`src/verilog/pfail_pkg.sv`:
```
package pfail_pkg;
   // Clock rate
   localparam int unsigned CLK_HZ        = 100_000_000;
   // Master reset hold after power application, least time
   localparam int unsigned HOLD_MS       = 300;
   localparam int unsigned HOLD_CYC      = (HOLD_MS * (CLK_HZ / 1000));
   // Shutdown delay period, adjustable 5 to 20 ms, default setting 10 ms
   localparam int unsigned DELAY_MIN_MS  = 5;
   localparam int unsigned DELAY_MAX_MS  = 20;
   localparam int unsigned DELAY_DEF_MS  = 10;
   localparam int unsigned DELAY_DEF_CYC = (DELAY_DEF_MS * (CLK_HZ / 1000));
   localparam int unsigned CNT_W         = 25;
   // Fixed interrupt memory locations
   localparam logic [7:0]  VEC_POWER_ON  = 8'h50;
   localparam logic [7:0]  VEC_POWER_OFF = 8'h51;
   localparam logic [7:0]  VEC_NONE      = 8'h00;
   // Number of wired-OR monitors
   localparam int unsigned NUM_MON       = 2;
   // Reset values
   localparam logic        MRST_RST      = 1'b1;
endpackage

```
`src/verilog/pfail_top.sv`:
```
`timescale 1ns/10ps
module pfail_top
   import pfail_pkg::*;
#(
   parameter int unsigned HOLD_CYCLES  = HOLD_CYC,
   parameter int unsigned DELAY_CYCLES = DELAY_DEF_CYC
)
(
   input  wire logic               CLK,
   input  wire logic               RST,
   input  wire logic               CE,
   input  wire logic [NUM_MON-1:0] SUPPLY_OK,
   input  wire logic [NUM_MON-1:0] LINE_TICK,
   input  wire logic [NUM_MON-1:0] POWER_ON_GATE,
   input  wire logic               OTHER_REQ,
   input  wire logic [7:0]         OTHER_VEC,
   output logic                    MASTER_RESET_LEVEL,
   output logic                    POWER_ON_PULSE,
   output logic                    POWER_OFF_PULSE,
   output logic                    LINE_TICK_OUT,
   output logic                    PWR_ON_REQ,
   output logic                    PWR_OFF_REQ,
   output logic                    IRQ_ANY,
   output logic [7:0]              IRQ_VEC
);
   import pfail_pkg::*;

   // One counter serves the hold time and the shutdown delay, never both at once
   typedef enum logic [1:0] {PH_HOLD, PH_RUN, PH_FAIL} pfail_state_e;

   // Count ends are inclusive, so each wait lasts its full cycle count

   localparam logic [CNT_W-1:0] HOLD_LAST  = CNT_W'(HOLD_CYCLES - 1);
   localparam logic [CNT_W-1:0] DELAY_LAST = CNT_W'(DELAY_CYCLES - 1);

   // One instance per monitor would be the board wiring; here the fail and
   // tick groups of like-named monitor outputs are each merged by one OR
   logic fail_any;
   logic gate_all;
   logic tick_any;
   logic [NUM_MON-1:0] fail_vec;

   genvar g;
   generate
      for (g = 0; g < NUM_MON; g++)
      begin : g_mon
         assign fail_vec[g] = ~SUPPLY_OK[g];
      end
   endgenerate

   pfail_or u_or_fail
   (
      .mon_in (fail_vec),
      .or_out (fail_any)
   );
   pfail_or u_or_tick
   (
      .mon_in (LINE_TICK),
      .or_out (tick_any)
   );
   // Gate is an AND: every monitor must enable power-on
   assign gate_all = &POWER_ON_GATE;

   pfail_state_e     state_ff;
   logic [CNT_W-1:0] cnt_ff;
   logic             fail_d_ff;

   // Monitor levels are taken as synchronous to CLK, so no synchroniser stages
   // Previous fail level, so the shutdown pulse marks only the first cycle of a fail

   always_ff @(posedge CLK or posedge RST)
   begin
      if (RST)
         fail_d_ff <= 1'b0;
      else if (CE)
         fail_d_ff <= fail_any;
   end

   // Startup / shutdown sequencing of the master reset level
   always_ff @(posedge CLK or posedge RST)
   begin
      if (RST)
      begin
         state_ff <= PH_HOLD;
         cnt_ff   <= '0;
      end
      else if (CE)
      begin
         unique case (state_ff)
            PH_HOLD:
            begin
               // Any supply fail restarts the whole hold period and keeps it at zero while the fail lasts
               if (fail_any)
                  cnt_ff <= '0;
               else if (cnt_ff == HOLD_LAST)
               begin
                  // Gate low parks here with the reset level still held
                  if (gate_all)
                     state_ff <= PH_RUN;
               end
               else
                  cnt_ff <= cnt_ff + 1'b1;
            end
            PH_RUN:
            begin
               if (fail_any)
               begin
                  state_ff <= PH_FAIL;
                  cnt_ff   <= '0;
               end
            end
            PH_FAIL:
            begin
               // Supplies still in regulation during the delay; a fail
               // seen here is left for the hold phase to catch
               if (cnt_ff == DELAY_LAST)
               begin
                  state_ff <= PH_HOLD;
                  cnt_ff   <= '0;
               end
               else
                  cnt_ff <= cnt_ff + 1'b1;
            end
            // Spare code of the two-bit state falls back to a fresh hold
            default:
            begin
               state_ff <= PH_HOLD;
               cnt_ff   <= '0;
            end
         endcase
      end
   end

   always_ff @(posedge CLK or posedge RST)
   begin
      if (RST)
         MASTER_RESET_LEVEL <= MRST_RST;
      else if (CE)
         // Reset level drops on the edge that sends the start pulse,
         // so the processor leaves reset already owning the request
         MASTER_RESET_LEVEL <= (state_ff == PH_HOLD) &&
                               !(cnt_ff == HOLD_LAST && gate_all && !fail_any);
   end

   // Start and shutdown pulses, one cycle each
   always_ff @(posedge CLK or posedge RST)
   begin
      if (RST)
      begin
         POWER_ON_PULSE  <= 1'b0;
         POWER_OFF_PULSE <= 1'b0;
      end
      else if (CE)
      begin
         POWER_ON_PULSE  <= state_ff == PH_HOLD && cnt_ff == HOLD_LAST &&
                            gate_all && !fail_any;
         POWER_OFF_PULSE <= fail_any && !fail_d_ff;
      end
   end

   always_ff @(posedge CLK or posedge RST)
   begin
      if (RST)
         LINE_TICK_OUT <= 1'b0;
      else if (CE)
         // Passed through only; the sequencing never reads the tick
         LINE_TICK_OUT <= tick_any;
   end

   // Request levels have no enable or mask input at all, so software cannot touch them
   always_ff @(posedge CLK or posedge RST)
   begin
      if (RST)
      begin
         PWR_ON_REQ  <= 1'b0;
         PWR_OFF_REQ <= 1'b0;
      end
      else if (CE)
      begin
         PWR_ON_REQ  <= state_ff == PH_HOLD && cnt_ff == HOLD_LAST &&
                        gate_all && !fail_any;
         PWR_OFF_REQ <= fail_any && !fail_d_ff && state_ff == PH_RUN;
      end
   end

   // Fixed priority: power-on, then power-off, then the rest
   // Other requests win only in cycles where neither power level is up
   always_ff @(posedge CLK or posedge RST)
   begin
      if (RST)
      begin
         IRQ_ANY <= 1'b0;
         IRQ_VEC <= VEC_NONE;
      end
      else if (CE)
      begin
         IRQ_ANY <= PWR_ON_REQ | PWR_OFF_REQ | OTHER_REQ;
         if (PWR_ON_REQ)
            IRQ_VEC <= VEC_POWER_ON;
         else if (PWR_OFF_REQ)
            IRQ_VEC <= VEC_POWER_OFF;
         else if (OTHER_REQ)
            IRQ_VEC <= OTHER_VEC;
         else
            IRQ_VEC <= VEC_NONE;
      end
   end
endmodule

```
`src/verilog/pfail_or.sv`:
```
`timescale 1ns/10ps
// Wired-OR of like-named outputs from several monitors
module pfail_or
   import pfail_pkg::*;
(
   input  wire logic [NUM_MON-1:0] mon_in,
   output wire logic               or_out
);
   assign or_out = |mon_in;
endmodule

```
`config.mk`:
```
export PLATFORM = sky130hd
export DESIGN_NAME = pfail_top
export DESIGN_NICKNAME = d
export VERILOG_FILES = /design/src/verilog/pfail_pkg.sv /design/src/verilog/pfail_top.sv /design/src/verilog/pfail_or.sv
export SDC_FILE = /design/constraint.sdc
export NUM_CORES = 1
export LEC_CHECK = 0
export BUFFER_PORTS_ARGS = -buffer_cell sky130_fd_sc_hd__buf_2
export CORE_MARGIN = 2
export CORE_UTILIZATION = 55
export CTS_BUF_LIST = sky130_fd_sc_hd__clkbuf_8
export CTS_CLUSTER_SIZE = 10
export DETAILED_ROUTE_END_ITERATION = 16
export PLACE_DENSITY = 0.76
export RECOVER_POWER = 50
export SKIP_CTS_REPAIR_TIMING = 1
export SYNTH_ARGS = -nofsm -noshare
export SYNTH_HDL_FRONTEND = slang
export SYNTH_SLANG_ARGS = --single-unit
```
`constraint.sdc`:
```
create_clock -name CLK -period 3.95 [get_ports CLK]
set_input_delay 0.1975 -clock CLK [delete_from_list [all_inputs] [get_ports CLK]]
set_output_delay 0.1975 -clock CLK [all_outputs]
set_load 0.01 [all_outputs]
```
==> qor.yml, run 1 <==
outcome: "finished with violations"
violations: "capacitance limit, slew limit"
cts_sinks: 42
die_area_sq_mm: 0.005183
rsz0062_at_grt: "false"
synth_flop_cell: "dfrtp_1"
io_pins: 33
cts_buffers: 5
placed_cells: 357
ys.warnings.count: 0
dieHeight_um: 71.99
hpwl_mm: 4.050
ys_types: 63
hold_class: "in2reg"
synthArstFlopShare_pct: 100.0
via_per_inst: 6.381
crit_type: "reg2reg"
synth_top_area_share_pct: 40.35
tightest_slew_ps: 2307
rows: 24
p_per_area_mw_per_mm2: 336.5
h-tree-depth: 2
wl_per_cell_um: 16.21
p_leak_nw: 1.138
drive_gt1_share_pct: 17.89
reg2reg_to: "cnt_ff[4]"
clkLatencyLatePin_ps: 300
min_period_ps: 2437
min_delay_worst_endpoint: "IRQ_VEC[2]"
ant_nets: 0
finalNetCount: 331
fin_cells: 365
slew_headroom_pct: -53.82
hp-start: "OTHER_VEC[2]"
globalplace.congestion: 0.9097
core_sq_mm: 0.004414
root_buffer: "clkbuf_8"
post-synth-top-count-cell: "dfrtp_1"
critical_path_arrival_ps: 2620
start_util_pct: 57.60
diodes: 0
maxCapViolCount: 1
port_buffers: 32
gr-usage-all-layers_pct: 25.04
r2r_slack_ps: 1510
synth_edf_count: 0
first_iter_violations: 171
seq_area_sq_mm: 0.001052
grt_max_degree: 43
required_ps: 4130
synth.avg_cell_area_sq_um: 8.859
dr_total_vias: 2329
cp-start-kind: "flop"
nFillCells: 385
hold_violations: 0
max_freq_ghz: 0.4104
path_clk_slew_ps: 80
syn_inst: 287
antenna_found_initial: 0
yosys.area.top_type: "dfrtp_1"
grt_pass1_wl_mm: 10.17
setup_viol_count_final: 0
crit_chain: "nor4b_1 -> nand4_1 -> o21ai_4 -> a21boi_2 -> a221o_1"
cts_tree: "done"
skew_ps: 6.123
dr.pass1.iters: 4
synth_fp_nets: 306
reg2reg_depth: 5
ys_top_cells_by_count: "dfrtp_1 (41), nand2_1 (21)"
end_kind: "flop"
max_stage_delay_ps: 530
cts_buffer_depth: 2
reg2reg_from: "cnt_ff[10]"
worstHoldPathCells: 3
cpMaxStageDelayCell: "nor4b_1"
setup_tns_ps: 0
min_period_over_period_pct: 61.69
synth_area_leaders: "dfrtp_1 (40%), a21oi_1 (3.5%), nand3_1 (3.5%)"
wirelength_mm: 5.915
die_w_um: 71.99
grt_pass1_vias: 2172
ir_worst_vdd_mv: 0.3260
area_growth_pct: 8.711
maxSlewViolCount: 43
ys_seq_area_share_pct: 41.39
drc: 0
final_util_pct: 62.61
worst-path-max-fanout: 18
multi_input_area_sq_mm: 0.001328
synthesis.area_sq_mm: 0.002542
ys_ff_latch: 42
grt-ovfl-total: 0
==> metal layers <==
layer	GRT usage, %	up-vias	routed length (um)
met5	0	-	0
met4	10.69	0	104
met3	5.556	12	382
met2	37.35	86	2749
met1	35.36	1110	2678
li1	-	1121	-
==> worst max path at each step <==
stage | from | end | slack [ps] | cells after the start
after detailed placement | cnt_ff[7] | cnt_ff[4] | 1560 | 5
after global routing | cnt_ff[10] | cnt_ff[3] | 1360 | 5
final | cnt_ff[10] | cnt_ff[4] | 1510 | 5
after floorplan | cnt_ff[0] | cnt_ff[8] | 1870 | 7
after CTS | cnt_ff[7] | cnt_ff[4] | 1550 | 5
after global placement | cnt_ff[7] | cnt_ff[3] | 1590 | 5
==> metrics by stage <==
stage	hold WS (ps)	cell area [sq um]	setup WS (ps)	total power, W
after global placement	350.4	2680	1593	0.0006472
after CTS	32.91	2771	1552	0.0009348
final	105.5	2764	1513	0.0009300
after detailed placement	354.5	2680	1557	0.0006505
after global routing	121.3	2764	1365	0.0009779
after floorplan	314.3	2542	1869	0.0006056
==> state kept, by name, summed over array words and instances (netlist names) <==
signal              flops
cnt_ff                 25
IRQ_VEC                 8
state_ff                2
IRQ_ANY                 1
LINE_TICK_OUT           1
MASTER_RESET_LEVEL      1
POWER_OFF_PULSE         1
PWR_OFF_REQ             1
PWR_ON_REQ              1
fail_d_ff               1
==> cells in the final DEF (no fill, tap or decap), types with 4 or more instances in the layout <==
| cell type | netlist | layout |
|---|---|---|
| inv_1 | 18 | 18 |
| a31oi_1 | 8 | 8 |
| dfrtp_1 | 41 | 41 |
| and2_1 | 4 | 4 |
| nand3_1 | 18 | 18 |
| nand4_1 | 9 | 9 |
| nand2_1 | 21 | 21 |
| nor3_1 | 11 | 11 |
| clkbuf_8 | 0 | 6 |
| buf_2 | 1 | 29 |
| o21ai_0 | 9 | 9 |
| o2111ai_1 | 4 | 4 |
| a21oi_1 | 18 | 18 |
| nor2_1 | 18 | 18 |
| xnor2_1 | 4 | 4 |
| clkbuf_1 | 8 | 4 |
| nor4_1 | 9 | 9 |
| a211oi_1 | 6 | 6 |
| and3_1 | 11 | 11 |
| o211ai_1 | 4 | 4 |
==> area by class of cell <==
type	count	area share, %
Clock buffer	6	2.988
Clock inverter	2	0.3169
Inverter	18	2.445
Multi-Input combinational cell	212	48.03
Sequential cell	42	38.07
Tap cell	52	2.354
Timing Repair Buffer	33	5.794
==> power breakdown <==
part	internal [W]	total, W	switching, W
sequential	0.000465	0.000509	0.0000442
combinational	0.0000534	0.000134	0.0000808
clock	0.000139	0.000287	0.000148
total	0.000657	0.000930	0.000273
==> cells by family (layout without fill, tap and decap cells) <==
logic type	after synthesis	after routing	share of synthesized area (%)
mux	3	3	1.279
buf+inv	33	59	6.397
simple gates	131	131	29.04
flops	42	42	41.39
fa+ha+maj	1	1	0.4920
xor+xnor	5	5	1.722
compound gates	72	72	19.69
==> critical path: cells and delay by family, from the launching register on <==
| kind | cells | cell delay, ps |
|---|---|---|
| AO/OA/AOI/OAI | 3 | 990 |
| AND/OR/NAND/NOR | 2 | 870 |
| flip-flops | 1 | 450 |
Power figures use the tool's default switching activity.
==> run 2: changes to the inputs <==
Clock period 3.95 ns to 2.3 ns, I/O delays scaled along.
==> qor.yml, run 2 (synthesized netlist as in run 1, its figures left out) <==
p_total_w: 0.001636
cp-start-kind: "flop"
ir_worst_vdd_mv: 0.3578
grt-ovfl-total: 0
reg2reg_from: "cnt_ff[20]"
wirelength_mm: 6.245
grt_pass1_vias: 2183
grt_max_degree: 43
path_clk_slew_ps: 80
dieHeight_um: 71.99
dr_total_vias: 2368
r2r_slack_ps: 120
reg2reg_depth: 5
slew_headroom_pct: 30.95
area_growth_pct: 14.42
cts_sinks: 42
outcome: "finished, final reports clean"
hpwl_mm: 4.483
multi_input_area_sq_mm: 0.001330
ant_nets: 0
rsz0062_at_grt: "false"
root_buffer: "clkbuf_8"
drc: 0
biggestRegsByFlops: "cnt_ff (25), IRQ_VEC (8), state_ff (2)"
min_delay_worst_endpoint: "IRQ_VEC[1]"
start_util_pct: 57.60
nFillCells: 384
wl_per_cell_um: 16.26
diodes: 0
fin_cells: 384
tightest_slew_ps: 1036
seq_area_sq_mm: 0.001052
hold_violations: 0
hold_class: "in2reg"
port_buffers: 32
min_period_ps: 2181
cts_buffers: 5
required_ps: 2480
rows: 24
skew_ps: 4.685
hp-start: "OTHER_VEC[1]"
regMostFlops: "cnt_ff"
grt_pass1_wl_mm: 10.59
worstHoldPathCells: 3
first_iter_violations: 225
final_cell_mix: "dfrtp_1 (41), buf_2 (23), nand2_1 (21)"
gr-usage-all-layers_pct: 26.23
cts_buffer_depth: 2
core_sq_mm: 0.004414
drive_gt1_share_pct: 21.39
finalNetCount: 350
maxSlewViolCount: 0
crit_type: "reg2reg"
p_per_area_mw_per_mm2: 562.4
dr.pass1.iters: 4
p_leak_nw: 1.206
final_common_cell: "dfrtp_1"
maxCapViolCount: 0
clkLatencyLatePin_ps: 300
worst-path-max-fanout: 7
via_per_inst: 6.167
end_kind: "flop"
die_area_sq_mm: 0.005183
largest_register_ffs: 25
antenna_found_initial: 0
die_w_um: 71.99
cts_tree: "done"
io_pins: 33
final_util_pct: 65.90
setup_viol_count_final: 0
placed_cells: 372
setup_tns_ps: 0
critical_path_arrival_ps: 2370
h-tree-depth: 2
max_freq_ghz: 0.4584
globalplace.congestion: 0.9559
min_period_over_period_pct: 94.85
reg2reg_to: "cnt_ff[3]"
run 2: cell count changes in the layout (fill, tap and decap cells not counted), sizes merged:
cell / before / now
buf: 29 / 41
inv: 18 / 17
dlygate4sd3: 0 / 1
clkbuf: 10 / 16
clkinvlp: 0 / 1
run 2: critical path, cell delays in order (launching register included):
cell and delay (ps):
dfrtp_1 420, or3_1 380, or4_4 580, o21ai_4 250
a21boi_2 120, a221o_1 320
run 2: metrics by stage:
stage	setup WS (ps)	instance area [sq um]	hold slack, ps
after floorplan	219.1	2542	231.8
after global placement	172.6	2793	268.2
after detailed placement	130.0	2793	274.1
after CTS	114.5	2888	-54.44
after global routing	7.218	2909	19.95
final	118.5	2909	16.21
run 2: power breakdown:
group	internal, W	switching (W)	total, W
Clock	0.000241	0.000264	0.000506
Sequential	0.000798	0.0000629	0.000861
Combinational	0.000114	0.000156	0.000270
run 2: worst max path at each step:
| stage | start | end | slack, ps | cells past startpoint |
|---|---|---|---|---|
| floorplan | cnt_ff[0] | cnt_ff[8] | 220 | 7 |
| global placement | cnt_ff[20] | cnt_ff[4] | 170 | 5 |
| detailed placement | cnt_ff[0] | cnt_ff[8] | 130 | 6 |
| CTS | cnt_ff[20] | cnt_ff[0] | 110 | 5 |
| global route | cnt_ff[20] | cnt_ff[4] | 7 | 5 |
| finish | cnt_ff[20] | cnt_ff[3] | 120 | 5 |
run 2: cell type report:
class	instances	share of cell area, %
timing repair buffer	52	10.28
tap	52	2.237
sequential	42	36.17
clock inverter	2	0.4301
multi-input combinational	212	45.72
inverter	18	2.323
clock buffer	6	2.839
run 2: per-layer routing:
layer / global-route usage, % / wire length [um] / vias to the layer above / share of wire (%)
li1: - / - / 1162 / -
met1: 39.24 / 2912 / 1133 / 47
met2: 39.30 / 2901 / 65 / 46
met3: 4.306 / 355 / 8 / 5.7
met4: 7.966 / 75 / 0 / 1.2
met5: 0 / 0 / - / 0
==> run 3: changes to the inputs <==
Settings changed: SKIP_LAST_GASP set to 1.
Clock period 2.3 ns to 2.2 ns, I/O delays scaled along.
==> qor.yml, run 3 (synthesized netlist as in run 1, its figures left out) <==
grt_max_degree: 43
gr-usage-all-layers_pct: 25.53
drc: 0
hold_class: "in2reg"
reg2reg_depth: 6
diodes: 0
globalplace.congestion: 0.9165
min_period_ps: 2144
cp-start-kind: "flop"
start_util_pct: 57.60
whs_ps: 11.02
grt_pass1_wl_mm: 10.29
final_cell_mix: "dfrtp_1 (41), buf_2 (30), nand2_1 (21)"
min_delay_worst_endpoint: "IRQ_VEC[2]"
cts_tree: "done"
via_per_inst: 6.268
h-tree-depth: 2
die_area_sq_mm: 0.005183
p_per_area_mw_per_mm2: 610.4
wirelength_mm: 6.158
dieHeight_um: 71.99
reg2reg_to: "cnt_ff[14]"
hold_violations: 0
maxSlewViolCount: 0
rows: 24
wl_per_cell_um: 15.99
dr.pass1.iters: 5
setup_tns_ps: 0
maxCapViolCount: 0
grt-ovfl-total: 0
crit_type: "reg2reg"
regMostFlops: "cnt_ff"
rsz0062_at_grt: "true"
path_clk_slew_ps: 80
grt_pass1_vias: 2154
cts_buffers: 5
required_ps: 2420
tightest_slew_ps: 1038
die_w_um: 71.99
io_pins: 33
skew_ps: 7.532
first_iter_violations: 322
port_buffers: 32
max_freq_ghz: 0.4665
hp-start: "OTHER_VEC[2]"
outcome: "finished, final reports clean"
setup_viol_count_final: 0
hpwl_mm: 4.445
slew_headroom_pct: 30.79
worst-path-max-fanout: 8
p_leak_nw: 1.243
nFillCells: 366
ir_worst_vdd_mv: 0.4076
area_growth_pct: 15.85
root_buffer: "clkbuf_8"
finalNetCount: 351
seq_area_sq_mm: 0.001052
multi_input_area_sq_mm: 0.001335
ant_nets: 0
end_kind: "flop"
final_common_cell: "dfrtp_1"
min_period_over_period_pct: 97.44
antenna_found_initial: 0
dr_total_vias: 2413
r2r_slack_ps: 60
largest_register_ffs: 25
reg2reg_from: "cnt_ff[20]"
cts_buffer_depth: 2
critical_path_arrival_ps: 2370
drive_gt1_share_pct: 23.72
cts_sinks: 42
core_sq_mm: 0.004414
clkLatencyLatePin_ps: 300
worstHoldPathCells: 3
biggestRegsByFlops: "cnt_ff (25), IRQ_VEC (8), state_ff (2)"
## run 3: cell types whose count changed in the layout (fill, tap and decap cells not counted), sizes merged
cell	change
buf	+8
inv	+1
clkinv	-1
bufinv	+1
clkbuf	-8
## run 3: through the flow
step                      setup slack, ps  utilization, %  power, W  area (sq um)  std cells
after detailed placement            40.45           63.95  0.001197          2823        376
after global routing               -19.68           66.72  0.001875          2945        385
after global placement              86.79           63.95  0.001190          2823        376
after floorplan                     119.1               -  0.001087          2542        287
after CTS                           10.73           66.44  0.001810          2933        384
final                               56.27           66.72  0.001798          2945        385
## run 3: area by class of cell
type	count	share of cell area (%)
Inverter	18	2.294
Clock inverter	3	1.402
Multi-Input combinational cell	212	45.33
Sequential cell	42	35.73
Tap cell	52	2.209
Clock buffer	5	2.336
Timing Repair Buffer	53	10.71
## run 3: per-layer routing
metal / track usage (%) / vias up / part of all wire, %
li1: - / 1164 / -
met1: 36.69 / 1150 / 46
met2: 37.55 / 86 / 45
met3: 6.667 / 13 / 6.7
met4: 9.015 / 0 / 1.7
met5: 0 / - / 0
## run 3: worst max path at each step
stage                    start          to  slack [ps]  depth (start not counted)
floorplan            cnt_ff[0]   cnt_ff[8]         120                          7
global placement    cnt_ff[20]   cnt_ff[3]          90                          5
detailed placement  cnt_ff[20]   cnt_ff[4]          40                          5
CTS                 cnt_ff[20]  cnt_ff[14]          10                          6
global route        cnt_ff[20]   cnt_ff[4]         -20                          5
finish              cnt_ff[20]  cnt_ff[14]          60                          6
## run 3: where the power goes
part | switching, W | internal (W) | total [W]
clock | 0.000277 | 0.000334 | 0.000611
sequential | 0.0000670 | 0.000834 | 0.000901
combinational | 0.000165 | 0.000121 | 0.000285
## run 3: critical path: stages (launching register included)
cell and delay [ps]:
dfrtp_1 380, or3_4 390, or4_4 530, o21ai_4 300
buf_4 210, nand3_1 80, a31oi_1 180
